File: src/mtwr_pkg.sv
package mtwr_pkg;

    // Machine cycle and phase timing
    localparam int CLKS_PER_MCYCLE = 4;
    localparam int MCYCLES_PER_SLOW_TICK = 3;
    localparam logic [1:0] PHASE_C3 = 2'h2;
    localparam logic [1:0] PHASE_LAST = 2'h3;
    localparam logic [1:0] SLOW_TICK_LAST = 2'(MCYCLES_PER_SLOW_TICK - 1);

    // Reset hold and watchdog reset delay
    localparam int RST_HOLD_MCYCLES = 2;
    localparam logic [3:0] RST_HOLD_CLKS = 4'(RST_HOLD_MCYCLES * CLKS_PER_MCYCLE);
    localparam int WD_RESET_DELAY_CLKS = 512;
    localparam logic [9:0] WD_DLY_LAST = 10'(WD_RESET_DELAY_CLKS - 1);
    localparam int WD_TAP_STEP = 3;
    localparam logic [15:0] RESET_PC = 16'h0000;

    // Register offsets
    localparam logic [7:0] ADDR_TIMER_CONTROL_FLAGS = 8'h88;
    localparam logic [7:0] ADDR_TIMER_MODE_CONFIG = 8'h89;
    localparam logic [7:0] ADDR_TIMER0_COUNT_LOW = 8'h8a;
    localparam logic [7:0] ADDR_TIMER1_COUNT_LOW = 8'h8b;
    localparam logic [7:0] ADDR_TIMER0_COUNT_HIGH = 8'h8c;
    localparam logic [7:0] ADDR_TIMER1_COUNT_HIGH = 8'h8d;
    localparam logic [7:0] ADDR_CLOCK_CTRL = 8'h8e;
    localparam logic [7:0] ADDR_IRQ_ENABLE = 8'ha8;
    localparam logic [7:0] ADDR_IRQ_PRIORITY = 8'hb8;
    localparam logic [7:0] ADDR_TIMER2_CONTROL = 8'hc8;
    localparam logic [7:0] ADDR_TIMER2_MODE_CONFIG = 8'hc9;
    localparam logic [7:0] ADDR_TIMER2_COUNT_LOW = 8'hcc;
    localparam logic [7:0] ADDR_TIMER2_COUNT_HIGH = 8'hcd;
    localparam logic [7:0] ADDR_WDOG_CTRL = 8'hd8;
    localparam logic [7:0] ADDR_IRQ_ENABLE_EXT = 8'he8;
    localparam logic [7:0] ADDR_IRQ_PRIORITY_EXT = 8'hf8;

    // timer_control_flags fields
    localparam int B_TIMER1_OVERFLOW_FLAG = 7;
    localparam int B_TIMER1_RUN = 6;
    localparam int B_TIMER0_OVERFLOW_FLAG = 5;
    localparam int B_TIMER0_RUN = 4;
    localparam int B_EXT_IRQ1_FLAG = 3;
    localparam int B_EXT_IRQ1_EDGE_SELECT = 2;
    localparam int B_EXT_IRQ0_FLAG = 1;
    localparam int B_EXT_IRQ0_EDGE_SELECT = 0;
    // timer_mode_config counter selects
    localparam int B_TIMER0_COUNTER_SEL = 2;
    localparam int B_TIMER1_COUNTER_SEL = 6;
    // timer2_control fields
    localparam int B_TIMER2_OVERFLOW_FLAG = 7;
    localparam int B_TIMER2_EXT_FLAG = 6;
    localparam int B_TIMER2_RUN = 2;
    localparam int B_TIMER2_SOURCE_SELECT = 1;
    localparam logic [7:0] TIMER2_MODE_MASK = 8'h09;
    // clock_ctrl: divide-by-4 select per timer
    localparam int B_CLK_DIV4_BASE = 3;
    // wdog_ctrl fields
    localparam int B_WATCHDOG_RESTART_BIT = 0;
    localparam int B_WDOG_RESET_ENABLE = 1;
    localparam int B_WDOG_RESET_FLAG = 2;
    localparam int B_WATCHDOG_TIMEOUT_FLAG = 3;
    localparam int B_WDOG_INTERVAL_LO = 4;
    localparam logic [7:0] WDOG_CTRL_RW_MASK = 8'h3e;
    // irq enable / priority fields
    localparam int B_GLOBAL_IRQ_ENABLE = 7;
    localparam int B_WDOG_IRQ_BIT = 4;

    localparam logic [7:0] SFR_RESET_VAL = 8'h00;

    // Interrupt sources in natural priority order, highest at index 0 (8'h03), lowest at index 6 (8'h63)
    localparam int IRQ_SOURCES = 7;
    localparam logic [IRQ_SOURCES-1:0][7:0] IRQ_VECTORS =
        {8'h63, 8'h2b, 8'h23, 8'h1b, 8'h13, 8'h0b, 8'h03};

endpackage : mtwr_pkg

File: src/mtwr_top.sv
`timescale 1ns/1ns
module mtwr_top
    import mtwr_pkg::*;
#(
    parameter int WD_BASE_BITS = 17
) (
    input wire logic clk,
    input wire logic reset_n,
    input wire logic rst_pin,
    input wire logic timer0_ext_input,
    input wire logic timer1_ext_input,
    input wire logic timer2_ext_input,
    input wire logic ext_irq0_n,
    input wire logic ext_irq1_n,
    input wire logic uart_rx_done_flag,
    input wire logic uart_tx_done_flag,
    input wire logic [7:0] sfr_addr,
    input wire logic sfr_wr,
    input wire logic [7:0] sfr_wdata,
    input wire logic sfr_rd,
    input wire logic irq_ack,
    output logic [7:0] sfr_rdata,
    output logic sys_reset,
    output logic irq_req,
    output logic [7:0] irq_vector,
    output logic irq_high_prio
);

    localparam int WD_W = WD_BASE_BITS + 3 * WD_TAP_STEP;

    typedef struct packed {
        logic [7:0] timer_control_flags;
        logic [7:0] timer_mode_config;
        logic [7:0] timer2_control;
        logic [7:0] timer2_mode_config;
        logic [7:0] ckcon;
        logic [7:0] ie;
        logic [7:0] ip;
        logic [7:0] eie;
        logic [7:0] eip;
        logic [7:0] wdcon;
        logic [2:0][15:0] cnt;
        logic [2:0] t_smp;
        logic [2:0] t_pend;
        logic [1:0] int_smp;
        logic [WD_W-1:0] wd_cnt;
        logic wd_arm;
        logic [9:0] wd_dly;
        logic [3:0] hold;
        logic sys_reset;
        logic irq_req;
        logic [7:0] irq_vec;
        logic irq_hi;
        logic [7:0] rdata;
    } mtwr_state_t;

    mtwr_state_t s_q;
    mtwr_state_t s_d;
    logic c3;
    logic c4;
    logic slow_tick;

    mtwr_phase u_phase (
        .clk(clk),
        .reset_n(reset_n),
        .c3(c3),
        .c4(c4),
        .slow_tick(slow_tick)
    );

    always_comb begin
        logic [2:0] pin;
        logic [2:0] run;
        logic [2:0] cmode;
        logic [2:0] wr_hit;
        logic [2:0] ovf;
        logic [6:0] req;
        logic [6:0] en;
        logic [6:0] pri;
        logic [1:0] ipin;
        logic [WD_W-1:0] wd_mask;
        logic wd_timeout;
        logic wd_fire;
        logic rst_req;
        logic found;
        logic [7:0] vec;
        logic hi;
        s_d = s_q;
        pin = {timer2_ext_input, timer1_ext_input, timer0_ext_input};
        ipin = {ext_irq1_n, ext_irq0_n};
        wr_hit = 3'h0;
        ovf = 3'h0;
        found = 1'b0;
        vec = 8'h00;
        hi = 1'b0;
        run = {s_q.timer2_control[B_TIMER2_RUN], s_q.timer_control_flags[B_TIMER1_RUN], s_q.timer_control_flags[B_TIMER0_RUN]};
        cmode = {s_q.timer2_control[B_TIMER2_SOURCE_SELECT], s_q.timer_mode_config[B_TIMER1_COUNTER_SEL],
                 s_q.timer_mode_config[B_TIMER0_COUNTER_SEL]};
        wd_mask = ~({WD_W{1'b1}} << (WD_BASE_BITS + WD_TAP_STEP * int'(s_q.wdcon[B_WDOG_INTERVAL_LO +: 2])));
        wd_timeout = ((s_q.wd_cnt & wd_mask) == wd_mask);
        wd_fire = s_q.wd_arm && s_q.wdcon[B_WDOG_RESET_ENABLE] && (s_q.wd_dly == WD_DLY_LAST);
        req = {s_q.wdcon[B_WATCHDOG_TIMEOUT_FLAG],
               s_q.timer2_control[B_TIMER2_OVERFLOW_FLAG] | s_q.timer2_control[B_TIMER2_EXT_FLAG],
               uart_rx_done_flag | uart_tx_done_flag,
               s_q.timer_control_flags[B_TIMER1_OVERFLOW_FLAG], s_q.timer_control_flags[B_EXT_IRQ1_FLAG],
               s_q.timer_control_flags[B_TIMER0_OVERFLOW_FLAG], s_q.timer_control_flags[B_EXT_IRQ0_FLAG]};
        en = {s_q.eie[B_WDOG_IRQ_BIT], s_q.ie[5:0]} & {7{s_q.ie[B_GLOBAL_IRQ_ENABLE]}};
        pri = {s_q.eip[B_WDOG_IRQ_BIT], s_q.ip[5:0]};
        rst_req = c4 && rst_pin;

        // Register writes
        if (sfr_wr) begin
            unique case (sfr_addr)
                ADDR_TIMER_CONTROL_FLAGS: s_d.timer_control_flags = sfr_wdata;
                ADDR_TIMER_MODE_CONFIG: s_d.timer_mode_config = sfr_wdata;
                ADDR_TIMER0_COUNT_LOW: begin
                    s_d.cnt[0][7:0] = sfr_wdata;
                    wr_hit[0] = 1'b1;
                end
                ADDR_TIMER1_COUNT_LOW: begin
                    s_d.cnt[1][7:0] = sfr_wdata;
                    wr_hit[1] = 1'b1;
                end
                ADDR_TIMER0_COUNT_HIGH: begin
                    s_d.cnt[0][15:8] = sfr_wdata;
                    wr_hit[0] = 1'b1;
                end
                ADDR_TIMER1_COUNT_HIGH: begin
                    s_d.cnt[1][15:8] = sfr_wdata;
                    wr_hit[1] = 1'b1;
                end
                ADDR_TIMER2_COUNT_LOW: begin
                    s_d.cnt[2][7:0] = sfr_wdata;
                    wr_hit[2] = 1'b1;
                end
                ADDR_TIMER2_COUNT_HIGH: begin
                    s_d.cnt[2][15:8] = sfr_wdata;
                    wr_hit[2] = 1'b1;
                end
                ADDR_CLOCK_CTRL: s_d.ckcon = sfr_wdata;
                ADDR_IRQ_ENABLE: s_d.ie = sfr_wdata;
                ADDR_IRQ_PRIORITY: s_d.ip = sfr_wdata;
                ADDR_TIMER2_CONTROL: s_d.timer2_control = sfr_wdata;
                ADDR_TIMER2_MODE_CONFIG: s_d.timer2_mode_config = sfr_wdata & TIMER2_MODE_MASK;
                ADDR_WDOG_CTRL: s_d.wdcon = (s_q.wdcon & ~WDOG_CTRL_RW_MASK) | (sfr_wdata & WDOG_CTRL_RW_MASK)
                    & ~(8'h1 << B_WATCHDOG_TIMEOUT_FLAG) & ~(8'h1 << B_WDOG_RESET_FLAG)
                    | (s_q.wdcon & sfr_wdata & 8'h0c);
                ADDR_IRQ_ENABLE_EXT: s_d.eie = sfr_wdata;
                ADDR_IRQ_PRIORITY_EXT: s_d.eip = sfr_wdata;
                default: ;
            endcase
        end

        // Acknowledge clears the served flag for timer 0/1 overflow or edge-mode external interrupts 0/1 only
        if (irq_ack && s_q.irq_req) begin
            if (s_q.irq_vec == IRQ_VECTORS[0] && s_q.timer_control_flags[B_EXT_IRQ0_EDGE_SELECT]) begin
                s_d.timer_control_flags[B_EXT_IRQ0_FLAG] = 1'b0;
            end
            if (s_q.irq_vec == IRQ_VECTORS[1]) begin
                s_d.timer_control_flags[B_TIMER0_OVERFLOW_FLAG] = 1'b0;
            end
            if (s_q.irq_vec == IRQ_VECTORS[2] && s_q.timer_control_flags[B_EXT_IRQ1_EDGE_SELECT]) begin
                s_d.timer_control_flags[B_EXT_IRQ1_FLAG] = 1'b0;
            end
            if (s_q.irq_vec == IRQ_VECTORS[3]) begin
                s_d.timer_control_flags[B_TIMER1_OVERFLOW_FLAG] = 1'b0;
            end
        end

        // External interrupt inputs: edge latches, level follows pin
        s_d.int_smp = ipin;
        if (s_q.timer_control_flags[B_EXT_IRQ0_EDGE_SELECT]) begin
            if (s_q.int_smp[0] && !ipin[0]) begin
                s_d.timer_control_flags[B_EXT_IRQ0_FLAG] = 1'b1;
            end
        end else begin
            s_d.timer_control_flags[B_EXT_IRQ0_FLAG] = !ipin[0];
        end
        if (s_q.timer_control_flags[B_EXT_IRQ1_EDGE_SELECT]) begin
            if (s_q.int_smp[1] && !ipin[1]) begin
                s_d.timer_control_flags[B_EXT_IRQ1_FLAG] = 1'b1;
            end
        end else begin
            s_d.timer_control_flags[B_EXT_IRQ1_FLAG] = !ipin[1];
        end

        // Timers 0, 1, 2
        for (int i = 0; i < 3; i++) begin
            if (c4) begin
                s_d.t_smp[i] = pin[i];
                s_d.t_pend[i] = s_q.t_smp[i] && !pin[i];
            end else if (c3) begin
                s_d.t_pend[i] = 1'b0;
            end
            if (c3 && run[i] && !wr_hit[i]) begin
                if (cmode[i] ? s_q.t_pend[i] : (s_q.ckcon[B_CLK_DIV4_BASE + i] || slow_tick)) begin
                    s_d.cnt[i] = s_q.cnt[i] + 16'h1;
                    ovf[i] = (s_q.cnt[i] == 16'hffff);
                end
            end
        end
        if (ovf[0]) begin
            s_d.timer_control_flags[B_TIMER0_OVERFLOW_FLAG] = 1'b1;
        end
        if (ovf[1]) begin
            s_d.timer_control_flags[B_TIMER1_OVERFLOW_FLAG] = 1'b1;
        end
        if (ovf[2]) begin
            s_d.timer2_control[B_TIMER2_OVERFLOW_FLAG] = 1'b1;
        end

        // Watchdog divider chain, runs in idle as well
        s_d.wd_cnt = s_q.wd_cnt + WD_W'(1);
        s_d.wd_dly = s_q.wd_dly + 10'h1;
        if (wd_timeout) begin
            s_d.wdcon[B_WATCHDOG_TIMEOUT_FLAG] = 1'b1;
            if (s_q.wdcon[B_WDOG_RESET_ENABLE] && !s_q.wd_arm) begin
                s_d.wd_arm = 1'b1;
                s_d.wd_dly = 10'h0;
            end
        end
        if (sfr_wr && sfr_addr == ADDR_WDOG_CTRL && sfr_wdata[B_WATCHDOG_RESTART_BIT]) begin
            s_d.wd_cnt = '0;
            s_d.wd_arm = 1'b0;
        end
        if (wd_fire) begin
            s_d.wd_arm = 1'b0;
        end

        // Interrupt request selection
        for (int i = IRQ_SOURCES - 1; i >= 0; i--) begin
            if (req[i] && en[i] && (pri[i] || !hi)) begin
                found = 1'b1;
                vec = IRQ_VECTORS[i];
                hi = pri[i];
            end
        end
        s_d.irq_req = found;
        s_d.irq_vec = vec;
        s_d.irq_hi = hi;

        // Reset recognition and hold
        if (rst_req || wd_fire) begin
            s_d.hold = RST_HOLD_CLKS;
        end else if (s_q.hold != 4'h0) begin
            s_d.hold = s_q.hold - 4'h1;
        end
        if (s_q.hold != 4'h0) begin
            s_d.timer_control_flags = SFR_RESET_VAL;
            s_d.timer_mode_config = SFR_RESET_VAL;
            s_d.timer2_control = SFR_RESET_VAL;
            s_d.timer2_mode_config = SFR_RESET_VAL;
            s_d.ckcon = SFR_RESET_VAL;
            s_d.ie = SFR_RESET_VAL;
            s_d.ip = SFR_RESET_VAL;
            s_d.eie = SFR_RESET_VAL;
            s_d.eip = SFR_RESET_VAL;
            s_d.wdcon = SFR_RESET_VAL | (s_q.wdcon & (8'h1 << B_WDOG_RESET_FLAG));
            s_d.cnt = '0;
            s_d.t_pend = 3'h0;
            s_d.wd_cnt = '0;
            s_d.wd_arm = 1'b0;
            s_d.irq_req = 1'b0;
            s_d.irq_vec = 8'h00;
            s_d.irq_hi = 1'b0;
        end
        if (wd_fire) begin
            s_d.wdcon[B_WDOG_RESET_FLAG] = 1'b1;
        end else if (rst_req) begin
            s_d.wdcon[B_WDOG_RESET_FLAG] = 1'b0;
        end
        s_d.sys_reset = (s_d.hold != 4'h0);

        // Read data
        if (sfr_rd) begin
            unique case (sfr_addr)
                ADDR_TIMER_CONTROL_FLAGS: s_d.rdata = s_q.timer_control_flags;
                ADDR_TIMER_MODE_CONFIG: s_d.rdata = s_q.timer_mode_config;
                ADDR_TIMER0_COUNT_LOW: s_d.rdata = s_q.cnt[0][7:0];
                ADDR_TIMER1_COUNT_LOW: s_d.rdata = s_q.cnt[1][7:0];
                ADDR_TIMER0_COUNT_HIGH: s_d.rdata = s_q.cnt[0][15:8];
                ADDR_TIMER1_COUNT_HIGH: s_d.rdata = s_q.cnt[1][15:8];
                ADDR_TIMER2_COUNT_LOW: s_d.rdata = s_q.cnt[2][7:0];
                ADDR_TIMER2_COUNT_HIGH: s_d.rdata = s_q.cnt[2][15:8];
                ADDR_CLOCK_CTRL: s_d.rdata = s_q.ckcon;
                ADDR_IRQ_ENABLE: s_d.rdata = s_q.ie;
                ADDR_IRQ_PRIORITY: s_d.rdata = s_q.ip;
                ADDR_TIMER2_CONTROL: s_d.rdata = s_q.timer2_control;
                ADDR_TIMER2_MODE_CONFIG: s_d.rdata = s_q.timer2_mode_config;
                ADDR_WDOG_CTRL: s_d.rdata = s_q.wdcon;
                ADDR_IRQ_ENABLE_EXT: s_d.rdata = s_q.eie;
                ADDR_IRQ_PRIORITY_EXT: s_d.rdata = s_q.eip;
                default: s_d.rdata = 8'h00;
            endcase
        end
    end

    always_ff @(posedge clk or negedge reset_n) begin
        if (!reset_n) begin
            s_q <= '0;
        end else begin
            s_q <= s_d;
        end
    end

    assign sfr_rdata = s_q.rdata;
    assign sys_reset = s_q.sys_reset;
    assign irq_req = s_q.irq_req;
    assign irq_vector = s_q.irq_vec;
    assign irq_high_prio = s_q.irq_hi;

endmodule : mtwr_top

File: src/mtwr_phase.sv
`timescale 1ns/1ns
module mtwr_phase
    import mtwr_pkg::*;
(
    input wire logic clk,
    input wire logic reset_n,
    output logic c3,
    output logic c4,
    output logic slow_tick
);

    typedef struct packed {
        logic [1:0] phase;
        logic [1:0] mcyc;
        logic c3;
        logic c4;
        logic slow;
    } mtwr_phase_t;

    mtwr_phase_t s_q;
    mtwr_phase_t s_d;

    always_comb begin
        s_d = s_q;
        s_d.phase = s_q.phase + 2'h1;
        if (s_q.phase == PHASE_LAST) begin
            s_d.mcyc = (s_q.mcyc == SLOW_TICK_LAST) ? 2'h0 : s_q.mcyc + 2'h1;
        end
        s_d.c3 = (s_d.phase == PHASE_C3);
        s_d.c4 = (s_d.phase == PHASE_LAST);
        s_d.slow = s_d.c3 && (s_d.mcyc == 2'h0);
    end

    always_ff @(posedge clk or negedge reset_n) begin
        if (!reset_n) begin
            s_q <= '0;
        end else begin
            s_q <= s_d;
        end
    end

    assign c3 = s_q.c3;
    assign c4 = s_q.c4;
    assign slow_tick = s_q.slow;

endmodule : mtwr_phase

File: config.mk
export PLATFORM = sky130hd
export DESIGN_NAME = mtwr_top
export DESIGN_NICKNAME = d
export VERILOG_FILES = /design/src/mtwr_pkg.sv /design/src/mtwr_top.sv /design/src/mtwr_phase.sv
export SDC_FILE = /design/constraint.sdc
export NUM_CORES = 1
export LEC_CHECK = 0
export ABC_AREA = 1
export BUFFER_PORTS_ARGS = -buffer_cell sky130_fd_sc_hd__buf_2
export CORE_AREA = 2 2 139 141
export CTS_CLUSTER_DIAMETER = 200
export DETAILED_ROUTE_END_ITERATION = 7
export DIE_AREA = 0 0 141 143
export HOLD_SLACK_MARGIN = 0.15
export MAX_ROUTING_LAYER = met4
export PLACE_DENSITY = 0.83
export SYNTH_ARGS = -nofsm -noshare
export SYNTH_HDL_FRONTEND = slang
export SYNTH_SLANG_ARGS = --single-unit
File: constraint.sdc
create_clock -name clk -period 2.4 [get_ports clk]
set_input_delay 0.48 -clock clk [delete_from_list [all_inputs] [get_ports clk]]
set_output_delay 0.48 -clock clk [all_outputs]
set_load 0.005 [all_outputs]
Word level (Yosys, flattened, before mapping). Cells that the tools add are included.

Shift-type cells: 1. Reductions and logical operators: 99. Equality and inequality tests: 30. Mux-type cells: 92. Bitwise operators: 8. Magnitude comparators: 0. Add/sub/neg operators: 9. Divide/modulo/power cells: 0. Multipliers: 1.

Operators by type and width (count): 128-bit 2-to-1 mux (2); 8-bit 2-to-1 mux (22); 8-bit equality test, second input constant (16); 8-bit case mux with 16 select lines (1); 16-bit 2-to-1 mux (6); 27-bit 2-to-1 mux (2); 1-bit 2-to-1 mux (49); 16-bit by 1-bit adder with 16-bit output, second input constant (3); 16-bit equality test, second input constant (3); 1-bit logical AND (34); 26-bit by 1-bit adder with 26-bit output, second input constant (1); 26-bit AND (1); 26-bit equality test (1); 26-bit inverter (1); 2-bit AND reduction (13); 26-bit by 6-bit << shifter with 26-bit output, first input constant (1); 11-bit 2-to-1 mux (2); 2-bit nonzero test (11); 3-bit nonzero test (7); 8-bit by 5-bit equality test with 1-bit output, second input constant (2); 4-bit nonzero test (4); 1-bit zero test (15); 10-bit by 1-bit adder with 10-bit output, second input constant (1); 10-bit by 9-bit equality test with 1-bit output, second input constant (1); 22 further kinds (41).

Output and inout port bits: 19. Latch bits: 0. Register bits after elaboration: 203. Word-level logic and storage cells: 274. Input port bits: 29. Bits in writable memories: 0. Memories kept: 0. ROM bits: 0.

Logic depth before layout (Yosys ltp). Gate-level depths: netlist of the first run.

Depth after elaboration: 28. Gate-level depth with buffers: 12. Depth with buffers taken out: 12.

Modules after synthesis. A second synthesis of the first run with hierarchy kept.

Cell total of the unflattened synthesis: 1525. Area, all modules: 11244.5 µm².

Modules (own cells, without submodules): mtwr_top (seq. area each 4604.4 µm², area each 10971.8 µm², instances 1, cells an instance 1501); mtwr_phase (seq. area each 175.2 µm², area each 272.8 µm², instances 1, cells an instance 24).

Least setup slack after synthesis of the first run. Ideal clock, no wire load.

Kind: register to register. Start: register s_q[19] in the netlist's numbering. End: register s_q[162] in the netlist's numbering. Data required time: 2.323 ns. Stages on the path, launching flop included: 11. Slack: 0.727 ns. Data arrival time: 1.596 ns. Period minus slack after synthesis: 1.673 ns. Buffers on the path: 2. Library setup time: 0.077 ns. Path through: dfrtp_1 -> inv_1 -> ha_1 -> nand2_1 -> nor2_1 -> buf_2 -> nand2_1 -> o21ai_2 -> buf_2 -> nand2_1 -> o21ai_1.

Longest elaborated chain between the ends: 3. Elaborated cells between the ends (all ways): 5. Those cells by class: 1 x mux; 4 x reduce/logical.

RTL lines: start: declaration (line mtwr_top.sv:57) `mtwr_state_t s_q;`; start signal: assignment (line mtwr_top.sv:300) `s_q <= '0;`; start signal: assignment (line mtwr_top.sv:302) `s_q <= s_d;`; 4-bit nonzero test * (line mtwr_top.sv:248) `if (s_q.hold != 4'h0) begin`; 2-bit nonzero test (no source line); 2-bit AND reduction (no source line).

Every way passes the cells marked *; elsewhere a longest branch is shown, timed or not. The select of a mux whose other input is x is not followed. A chain may end at the register's enable or synchronous reset.

Worst setup path in the final report of the first run.
Start: register s_q[19] in the netlist's numbering. End: register s_q[149] in the netlist's numbering.

Same word-level chain as after synthesis.

==> flow_summary_export.csv, run 1 <==
group,metric,value,unit
drt,drtIter0Drc,1355,
drt,drc,0,
global_route,grt_pass1_vias,9811,
drt,postRouteAntennaNets,0,
worst_hold_path,hold_depth,1,
global_route,antenna_found_initial,0,
yosys,synth_area_leaders,"dfrtp_1 43%, nand2_1 14%, nor2_1 5.9%",
global_route,overflow,0,
setup_path,crit_start,"s_q[19]$_DFF_PN0_",
clock_network,tritoncts,"built",
final_layout,antenna_cells,0,
final_layout,stdcell_count,1791,
global_route,grt_first_pass_wirelength,49470,um
sta,slew_headroom,0.4486,
setup_path,arrival,2.63,ns
global_route,grt_max_degree,55,
sta,finalHoldViolations,0,
setup_path,cpMostUsedCell,"nand2_1",
placed_design,dp_cells,1758,
setup_path,reg2reg_to,"s_q[149]$_DFFE_PN0P_",
floorplan,die-area,20160,um^2
setup_path,r2r_cells,9,
setup_path,startpoint_type,"flop",
outcome,status,"complete, no violations",
yosys,ys_types,48,
sta,setup_violations,0,
final_layout,drive_gt1_frac,0.1098,
placed_design,gp_congestion,0.9792,
setup_path,worstPathCellList,"inv_1, ha_1, nand2_1, nor2_4, buf_4, nand2_1, o21ai_2, nand2_1, o21ai_2",
setup_path,end_kind,"flop",
drt,dr_total_vias,10410,
floorplan,die_h,143,um
final_layout,area_growth,8.339,%
yosys,yosysTopAreaCell,"dfrtp_1",
pwr,leakage,5.729,nW
floorplan,initial_utilization,0.6048,
clock_network,post_cts_resize_count,0,
yosys,ys.flop_type,"dfrtp_1",
setup_path,crit_required,2.76,ns
clock_network,clkSinkCount,191,
setup_path,cpMaxStageDelayCell,"o21ai_2",
yosys,postSynthCellCount,1511,
drt,wl_per_cell,17.19,um
placed_design,dpl_worst_slack,0.1756,ns
sta,finClkSkew,0.01004,ns
yosys,synth_enable_flop_cells,0,
setup_path,crit_type,"reg2reg",
drt,drt_pre_antenna_iters,6,
sta,timing.final.ws_setup,0.1313,ns
sta,period_minus_slack,2.269,ns
run,maxCapViolCount,0,
global_route,grt_usage,0.3217,
final_layout,regArea,4780,um^2
worst_hold_path,hold_path_class,"in2reg",
floorplan,die_w,141,um
final_layout,nets,1586,
drt,wl,30790,um
sta,fin_crit_sh,0.9453,
yosys,ys_warn_count,0,
placed_design,io_buffers,45,
setup_path,rrSetupSlack,0.13,ns
floorplan,rows,50,
sta,clock.fmax,440.8,MHz
clock_network,clock_latency,0.44,ns
clock_network,cts_made_buffers,17,
worst_hold_path,hp-start,"ext_irq0_n",
floorplan,ios,48,
sta,worst_pin_slew,0.8270,ns
yosys,synth.top_cell.area_share,0.4253,
yosys,seq_area_frac_synth,0.4253,
yosys,ys_async_sr_fraction,1.000,
pwr,power_density,559.2,nW/um^2
setup_path,critPathMaxStageDelay,0.40,ns
clock_network,cts.root.buffer_cell,"clkbuf_16",
sta,finalMaxSlewViolations,0,
sta,grt_setup_unrepaired,"true",
setup_path,r2r-start,"s_q[19]$_DFF_PN0_",
pwr,ir_drop,468.8,uV
final_layout,final.fill_count,1589,
placed_design,dp_hpwl,22280,um
drt,via_per_inst,5.811,
setup_path,path_max_fanout,23,
yosys,syn_area,11240,um^2
worst_hold_path,min_to,"s_q[60]$_DFF_PN0_",
clock_network,cts_buffer_depth,2,
clock_network,clk_pin_slew_worst_paths,0.08,ns
yosys,syn_avg_cell_area,7.438,um^2
final_layout,multi_input_area,5528,um^2
yosys,ys_ff_latch,191,
floorplan,core,18580,um^2
clock_network,htreeDepth,4,
-- cell usage after synthesis (21+ instances only) --
cell and number:
xor2_1 31, nand3_1 79, buf_4 22, o21ai_1 48, nor2_1 177, o21ai_0 114, dfrtp_1 191, nand2_1 407
inv_1 151, nand4_1 27, a21oi_1 55, nor3_1 31, o22ai_1 21
-- report_power, final --
group / leakage [nW] / total (mW) / switching [mW] / internal [mW]
Combinational: 2.84 / 0.689 / 0.514 / 0.174
Sequential: 2.62 / 3.41 / 0.0873 / 3.32
Clock: 0.266 / 2.71 / 1.33 / 1.38
-- routing by layer --
layer	GRT usage	share of wire	vias up
li1	-	-	4955
met1	0.4270	0.42	4911
met2	0.5073	0.47	470
met3	0.06070	0.081	72
met4	0.09895	0.027	0
met5	-	0	-
-- what timing repair did --
action                                  CTS  global route
hold endpoints to repair                 50             1
setup buffers                             0             0
hold buffers                              1             1
endpoints found under the setup margin    0             1
-- through the flow --
step	hold WS [ns]	cell area [um^2]	setup TNS (ns)	utilization	total power, mW
floorplan	0.1844	11240	0	-	3.854
global placement	0.4466	11610	0	0.6248	4.117
detailed placement	0.4673	11610	0	0.6248	4.139
CTS	0.1593	12170	0	0.6547	6.796
global route	0.1520	12180	-0.004402	0.6553	7.024
finish	0.1602	12180	0	0.6553	6.809
-- critical path, delay by kind of cell, from the launching register on --
family                     cells  cell delay (ns)
AOI/OAI and AO/OA              2             0.52
DFF                            1             0.36
adders and majority gates      1             0.19
buffers and inverters          2             0.41
and+or+nand+nor                4             0.70
-- cell usage in the layout (no fill, tap or decap), drive strengths merged, types with 4 or more instances in the layout --
master,n
nand2,424
inv,166
ha,12
o22ai,21
nor3b,6
nand3,84
nor4,4
o21ai,172
xor2,31
dfrtp,191
xnor2,7
nor2,199
buf,62
a21oi,56
nor3,36
clkbuf,20
o211ai,10
a211oi,5
nand4,28
clkinv,4
-- kinds of logic (layout without fill, tap and decap cells) --
| logic type | count (synthesis) | after routing | synth area share |
|---|---|---|---|
| buffers and inverters | 211 | 256 | 0.08383 |
| adders and majority gates | 12 | 12 | 0.01336 |
| and+or+nand+nor | 786 | 786 | 0.3135 |
| xor gates and xnor gates | 38 | 38 | 0.02961 |
| AOI/OAI and AO/OA | 272 | 272 | 0.1340 |
| other | 1 | 2 | 0.0003337 |
| DFF | 191 | 191 | 0.4253 |
-- cell type report --
| cell class | instances | share of cell area |
|---|---|---|
| multi-input cells | 1110 | 0.4540 |
| flip-flops and latches | 191 | 0.3926 |
| inverters | 160 | 0.04953 |
| clock buffers | 19 | 0.03638 |
| repair buffers | 65 | 0.03504 |
| well taps | 234 | 0.02405 |
| clock inverters | 12 | 0.008427 |
-- registers in the layout (all words and copies together), names as in the netlist --
name               cells
sys_reset              1
irq_vector             5
s_q                  168
u_phase.slow_tick      1
u_phase.c4             1
sfr_rdata              8
u_phase.c3             1
irq_req                1
u_phase.s_q            4
irq_high_prio          1
-- how the worst max path moves through the flow --
stage / slack, ns / depth (start not counted) / end
floorplan: 0.73 / 10 / s_q[162]$_DFFE_PN0P_
global placement: 0.24 / 11 / s_q[195]$_DFF_PN0_
detailed placement: 0.18 / 9 / s_q[54]$_DFF_PN0_
CTS: 0.16 / 9 / s_q[149]$_DFFE_PN0P_
global route: -0.004 / 9 / s_q[149]$_DFFE_PN0P_
finish: 0.13 / 9 / s_q[149]$_DFFE_PN0P_
Note: power is estimated with default switching activity, not from simulation.
==> inputs of run 2 (changes only) <==
==> constraint.sdc (replaced) <==
create_clock -name clk -period 2.39 [get_ports clk]
set_input_delay 0.478 -clock clk [delete_from_list [all_inputs] [get_ports clk]]
set_output_delay 0.478 -clock clk [all_outputs]
set_load 0.005 [all_outputs]
==> run 2 against run 1 <==
Effect of this change:
- total power is 3.1% higher
- clock-buffer cell count stayed put
- maximum frequency up 1.7%
- non-clock buffer count grew 1
- critical endpoint is now s_q[119]$_DFFE_PN0P_
- critical path depth is 1 higher
- cell area rose by 0.30%
- core utilization grew 0.20 points
- highest routed layer unchanged
- die area stayed put
==> flow_summary_export.csv, run 2 (synthesized netlist as in run 1, its figures left out) <==
group,metric,value,unit
outcome,status,"complete, no violations",
clock_network,cts_buffer_depth,2,
pwr,leakage,5.752,nW
drt,wl,31320,um
clock_network,htreeDepth,4,
sta,slew_headroom,0.4911,
sta,fin_crit_sh,0.9338,
setup_path,critPathMaxStageDelay,0.38,ns
sta,finClkSkew,0.007009,ns
placed_design,gp_congestion,0.9654,
final_layout,layout_commonest_cell,"nand2_1",
sta,setup_violations,0,
sta,finalSetupTns,0,ns
floorplan,die-area,20160,um^2
setup_path,crit_family,"simple AND/OR/NAND/NOR gates",
clock_network,clk_pin_slew_worst_paths,0.07,ns
floorplan,ios,48,
setup_path,crit_required,2.72,ns
sta,timing.final.ws_setup,0.1583,ns
pwr,ir_drop,498.5,uV
final_layout,nets,1587,
sta,worst_pin_slew,0.7632,ns
placed_design,io_buffers,45,
floorplan,core,18580,um^2
global_route,grt_max_degree,58,
final_layout,final_cell_mix,"407 x nand2_1, 191 x dfrtp_1, 176 x nor2_1, 151 x inv_1, 114 x o21ai_0",
final_layout,area_growth,8.662,%
final_layout,drive_gt1_frac,0.1116,
drt,drt_pre_antenna_iters,7,
setup_path,end_kind,"flop",
final_layout,multi_input_area,5532,um^2
setup_path,cpMostUsedCell,"nand2_1",
sta,finalMaxSlewViolations,0,
sta,grt_setup_unrepaired,"false",
pwr,report.power.total,7.020,mW
clock_network,tritoncts,"built",
clock_network,cts.root.buffer_cell,"clkbuf_16",
drt,drc,0,
drt,dr_total_vias,10490,
drt,via_per_inst,5.848,
floorplan,die_h,143,um
global_route,grt_usage,0.3269,
clock_network,cts_made_buffers,17,
final_layout,regArea,4780,um^2
setup_path,path_max_fanout,13,
sta,finalHoldViolations,0,
setup_path,worst-path-buf-inv,2,
setup_path,worstPathCellList,"inv_1, ha_1, nand2_1, nor2_4, inv_2, nor2_2, nand2_1, nand2_1, nand2_1, o21ai_0",
placed_design,dp_hpwl,22580,um
global_route,overflow,0,
final_layout,regMostFlops,"s_q",
final_layout,largest_register_ffs,168,
drt,postRouteAntennaNets,0,
final_layout,final.fill_count,1580,
sta,period_minus_slack,2.232,ns
worst_hold_path,hold_depth,1,
global_route,grt_first_pass_wirelength,49940,um
placed_design,dpl_worst_slack,0.1934,ns
drt,wl_per_cell,17.47,um
setup_path,startpoint_type,"flop",
floorplan,die_w,141,um
setup_path,cpMaxStageDelayCell,"nand2_1",
sta,clock.fmax,448.1,MHz
floorplan,initial_utilization,0.6048,
clock_network,clkSinkCount,191,
setup_path,crit_cells,10,
drt,drtIter0Drc,1273,
floorplan,rows,50,
clock_network,postCtsSetupBuffers,0,
run,maxCapViolCount,0,
setup_path,crit_type,"reg2reg",
setup_path,arrival,2.57,ns
worst_hold_path,hold_path_class,"in2reg",
clock_network,clock_latency,0.45,ns
pwr,power_density,574.8,nW/um^2
final_layout,antenna_cells,0,
final_layout,finish.instance_area,12210,um^2
global_route,grt_pass1_vias,9761,
setup_path,r2r_cells,10,
placed_design,placed_area,11600,um^2
global_route,antenna_found_initial,0,
==> run 2: worst register-to-register path: stages, from the launching register on <==
cell	delay [ns]
dfrtp_1	0.36
inv_1	0.10
ha_1	0.18
nand2_1	0.11
nor2_4	0.11
inv_2	0.16
nor2_2	0.32
nand2_1	0.38
nand2_1	0.20
nand2_1	0.07
o21ai_0	0.13
==> run 2: final timing paths <==
| kind | startpoint | end | slack (ns) |
|---|---|---|---|
| setup / recovery | s_q[19]$_DFF_PN0_ | s_q[119]$_DFFE_PN0P_ | 0.16 |
| hold / removal | ext_irq1_n | s_q[61]$_DFF_PN0_ | 0.15 |
| setup reg to reg | s_q[19]$_DFF_PN0_ | s_q[119]$_DFFE_PN0P_ | 0.16 |
| hold reg to reg | s_q[23]$_DFF_PN0_ | s_q[23]$_DFF_PN0_ | 0.46 |
| max in group asynchronous | reset_n | s_q[195]$_DFF_PN0_ | 1.13 |
| min in group asynchronous | reset_n | s_q[114]$_DFF_PN0_ | 0.55 |
==> run 2: cell type report <==
cell class	count	share of cell area
timing repair buffer	66	0.03453
tap	234	0.02398
multi-input combinational	1110	0.4530
inverter	160	0.04939
sequential	191	0.3914
clock buffer	19	0.03627
clock inverter	13	0.01148
==> run 2: timing repair <==
| item | in CTS | in global routing |
|---|---|---|
| setup endpoints to repair | 0 | 1 |
| endpoints found under the hold margin | 52 | 1 |
| hold buffers | 1 | 1 |
| resized for setup | 0 | 1 |
==> run 2: routing by layer <==
| layer | global-route usage | wire [um] | vias to the layer above |
|---|---|---|---|
| met4 | 0.1189 | 998 | 0 |
| met1 | 0.4371 | 12890 | 4865 |
| met5 | - | 0 | - |
| met3 | 0.05332 | 2793 | 80 |
| li1 | - | - | 4967 |
| met2 | 0.5091 | 14640 | 574 |
==> run 2: where the power goes <==
part | switching (mW) | leakage [nW] | internal, mW
Sequential | 0.0877 | 2.62 | 3.33
Clock | 1.39 | 0.287 | 1.51
Combinational | 0.525 | 2.84 | 0.174
==> run 2: per-stage QoR <==
step | utilization | hold slack [ns] | instances
after floorplan | - | 0.1824 | 1512
after global placement | 0.6246 | 0.4478 | 1759
after detailed placement | 0.6246 | 0.4559 | 1759
after CTS | 0.6565 | 0.1514 | 1792
after global routing | 0.6572 | 0.1511 | 1793
final | 0.6572 | 0.1514 | 1793
==> inputs of run 3 (changes only) <==
--- a/config.mk
+++ b/config.mk
@@ -11,6 +11,7 @@
 export CTS_CLUSTER_DIAMETER = 200
 export DETAILED_ROUTE_END_ITERATION = 7
 export DIE_AREA = 0 0 141 143
+export GPL_TIMING_DRIVEN = 0
 export HOLD_SLACK_MARGIN = 0.15
 export MAX_ROUTING_LAYER = met4
 export PLACE_DENSITY = 0.83
==> run 3 against run 2 <==
Effect of this change:
- final cell count increased by 1.8%
- core utilization up 0.96 points
- critical endpoint is now irq_req$_DFF_PN0_
- sequential power is essentially flat
- largest cell class unchanged
==> flow_summary_export.csv, run 3 (synthesized netlist as in run 1, its figures left out) <==
group,metric,value,unit
outcome,status,"complete, no violations",
sta,finalHoldViolations,0,
sta,worst_pin_slew,0.7886,ns
pwr,combPwrFrac,0.106,
floorplan,core,18580,um^2
final_layout,final.fill_count,1576,
clock_network,cts.root.buffer_cell,"clkbuf_16",
sta,fin_crit_sh,0.9623,
floorplan,ios,48,
placed_design,placed_area,11800,um^2
placed_design,gp_congestion,0.9795,
pwr,leakage,5.882,nW
floorplan,die_h,143,um
clock_network,clock_latency,0.45,ns
setup_path,cpMostUsedCell,"nor2_1",
sta,grt_setup_unrepaired,"true",
sta,period_minus_slack,2.300,ns
drt,wl,32080,um
setup_path,cpMaxStageDelayCell,"clkbuf_1",
final_layout,finish.instance_area,12390,um^2
worst_hold_path,hold_path_class,"in2reg",
worst_hold_path,hold_depth,1,
setup_path,r2r-start,"s_q[20]$_DFF_PN0_",
final_layout,antenna_cells,0,
global_route,overflow,0,
setup_path,rrSetupSlack,0.09,ns
placed_design,io_buffers,45,
sta,slew_headroom,0.4714,
pwr,power_density,561.7,nW/um^2
clock_network,cts_made_buffers,17,
setup_path,crit_start,"s_q[20]$_DFF_PN0_",
final_layout,regArea,4780,um^2
pwr,clkPwrFrac,0.405,
final_layout,area_growth,10.24,%
floorplan,initial_utilization,0.6048,
placed_design,dp_cells,1792,
final_layout,multi_input_area,5523,um^2
drt,dr_total_vias,10590,
worst_hold_path,min_to,"s_q[60]$_DFF_PN0_",
pwr,ir_drop,502.0,uV
sta,finalMaxSlewViolations,0,
final_layout,layout_commonest_cell,"nand2_1",
final_layout,nets,1620,
global_route,grt_first_pass_wirelength,51230,um
pwr,p_seq_frac,0.489,
sta,clock.fmax,434.8,MHz
global_route,grt_max_degree,111,
final_layout,finish.utilization,0.6668,
worst_hold_path,hp-start,"ext_irq0_n",
pwr,netSwitchingPower,2.014,mW
sta,finalSetupTns,0,ns
clock_network,tritoncts,"built",
drt,drc,0,
run,maxCapViolCount,0,
setup_path,startpoint_type,"flop",
final_layout,final_cell_mix,"406 x nand2_1, 191 x dfrtp_1, 177 x nor2_1, 151 x inv_1, 114 x o21ai_0",
global_route,grt_pass1_vias,9771,
drt,drtIter0Drc,1239,
clock_network,clkSinkCount,191,
setup_path,end_kind,"flop",
final_layout,largest_register_ffs,168,
final_layout,regMostFlops,"s_q",
floorplan,die-area,20160,um^2
placed_design,dp_hpwl,23170,um
drt,via_per_inst,5.798,
drt,postRouteAntennaNets,0,
pwr,switching_share,0.2894,
sta,setup_violations,0,
global_route,grt_usage,0.3378,
setup_path,r2r_cells,8,
setup_path,crit_family,"buffers and inverters",
drt,drt_pre_antenna_iters,6,
final_layout,drive_gt1_frac,0.1263,
pwr,internal_power,4.945,mW
final_layout,stdcell_count,1826,
global_route,antenna_found_initial,0,
setup_path,crit_required,2.68,ns
clock_network,clk_pin_slew_worst_paths,0.08,ns
sta,finClkSkew,0.01571,ns
floorplan,rows,50,
clock_network,cts_buffer_depth,2,
setup_path,path_max_fanout,10,
setup_path,reg2reg_to,"irq_req$_DFF_PN0_",
floorplan,die_w,141,um
setup_path,worst-path-buf-inv,4,
setup_path,crit_type,"reg2reg",
setup_path,worstPathCellList,"inv_1, ha_1, nand2_1, nor2_1, inv_2, buf_2, clkbuf_1, nor2_1",
clock_network,htreeDepth,4,
setup_path,critPathMaxStageDelay,0.65,ns
drt,wl_per_cell,17.57,um
setup_path,arrival,2.59,ns
## run 3: final cells by class
cell class / count / area share
plain buffers: 51 / 0.02747
clock buffers: 19 / 0.03656
clock inverters: 13 / 0.009291
inverters: 160 / 0.04868
multi-input cells: 1110 / 0.4458
flip-flops and latches: 191 / 0.3858
well taps: 234 / 0.02363
repair buffers: 48 / 0.02282
## run 3: worst max path at each step
stage / endpoint / depth (start not counted)
floorplan: s_q[162]$_DFFE_PN0P_ / 10
global placement: u_phase.s_q[6]$_DFF_PN0_ / 1
detailed placement: s_q[162]$_DFFE_PN0P_ / 9
CTS: s_q[119]$_DFFE_PN0P_ / 8
global route: s_q[184]$_DFFE_PN0P_ / 8
finish: irq_req$_DFF_PN0_ / 8
## run 3: worst register-to-register path: cells and delay by family (launching register included)
kind	cells	cell delay [ns]
buf+inv	4	1.27
fa+ha+maj	1	0.18
flops	1	0.38
simple gates	3	0.31
## run 3: metrics by stage
stage / hold slack (ns) / setup WS (ns) / power (mW)
finish: 0.1631 / 0.09014 / 6.960
floorplan: 0.1824 / 0.7170 / 3.870
CTS: 0.1589 / 0.1197 / 6.970
detailed placement: 0.4725 / 0.1389 / 4.182
global placement: 0.4512 / -2.317 / 4.156
global route: 0.1524 / -0.02823 / 7.192
## run 3: timing repair
action	4_1_cts	5_1_grt
hold buffers	2	0
endpoints found under the hold margin	82	0
resized for setup	0	3
buffers inserted	0	0
setup endpoints to repair	0	3
## run 3: per-layer routing
layer	vias up	share of wire	routed length, um	global-route usage
li1	5040	-	-	-
met1	4943	0.42	13420	0.4400
met2	501	0.45	14420	0.5055
met3	104	0.088	2824	0.07914
met4	0	0.044	1408	0.1553
met5	-	0	0	-
## run 3: power groups by stage
stage,Sequential (mW),Clock (mW),Combinational [mW]
detailed placement,3.47,0,0.716
floorplan,3.45,0,0.422
global route,3.42,2.96,0.811
CTS,3.40,2.84,0.725
global placement,3.46,0,0.693
finish,3.41,2.82,0.734
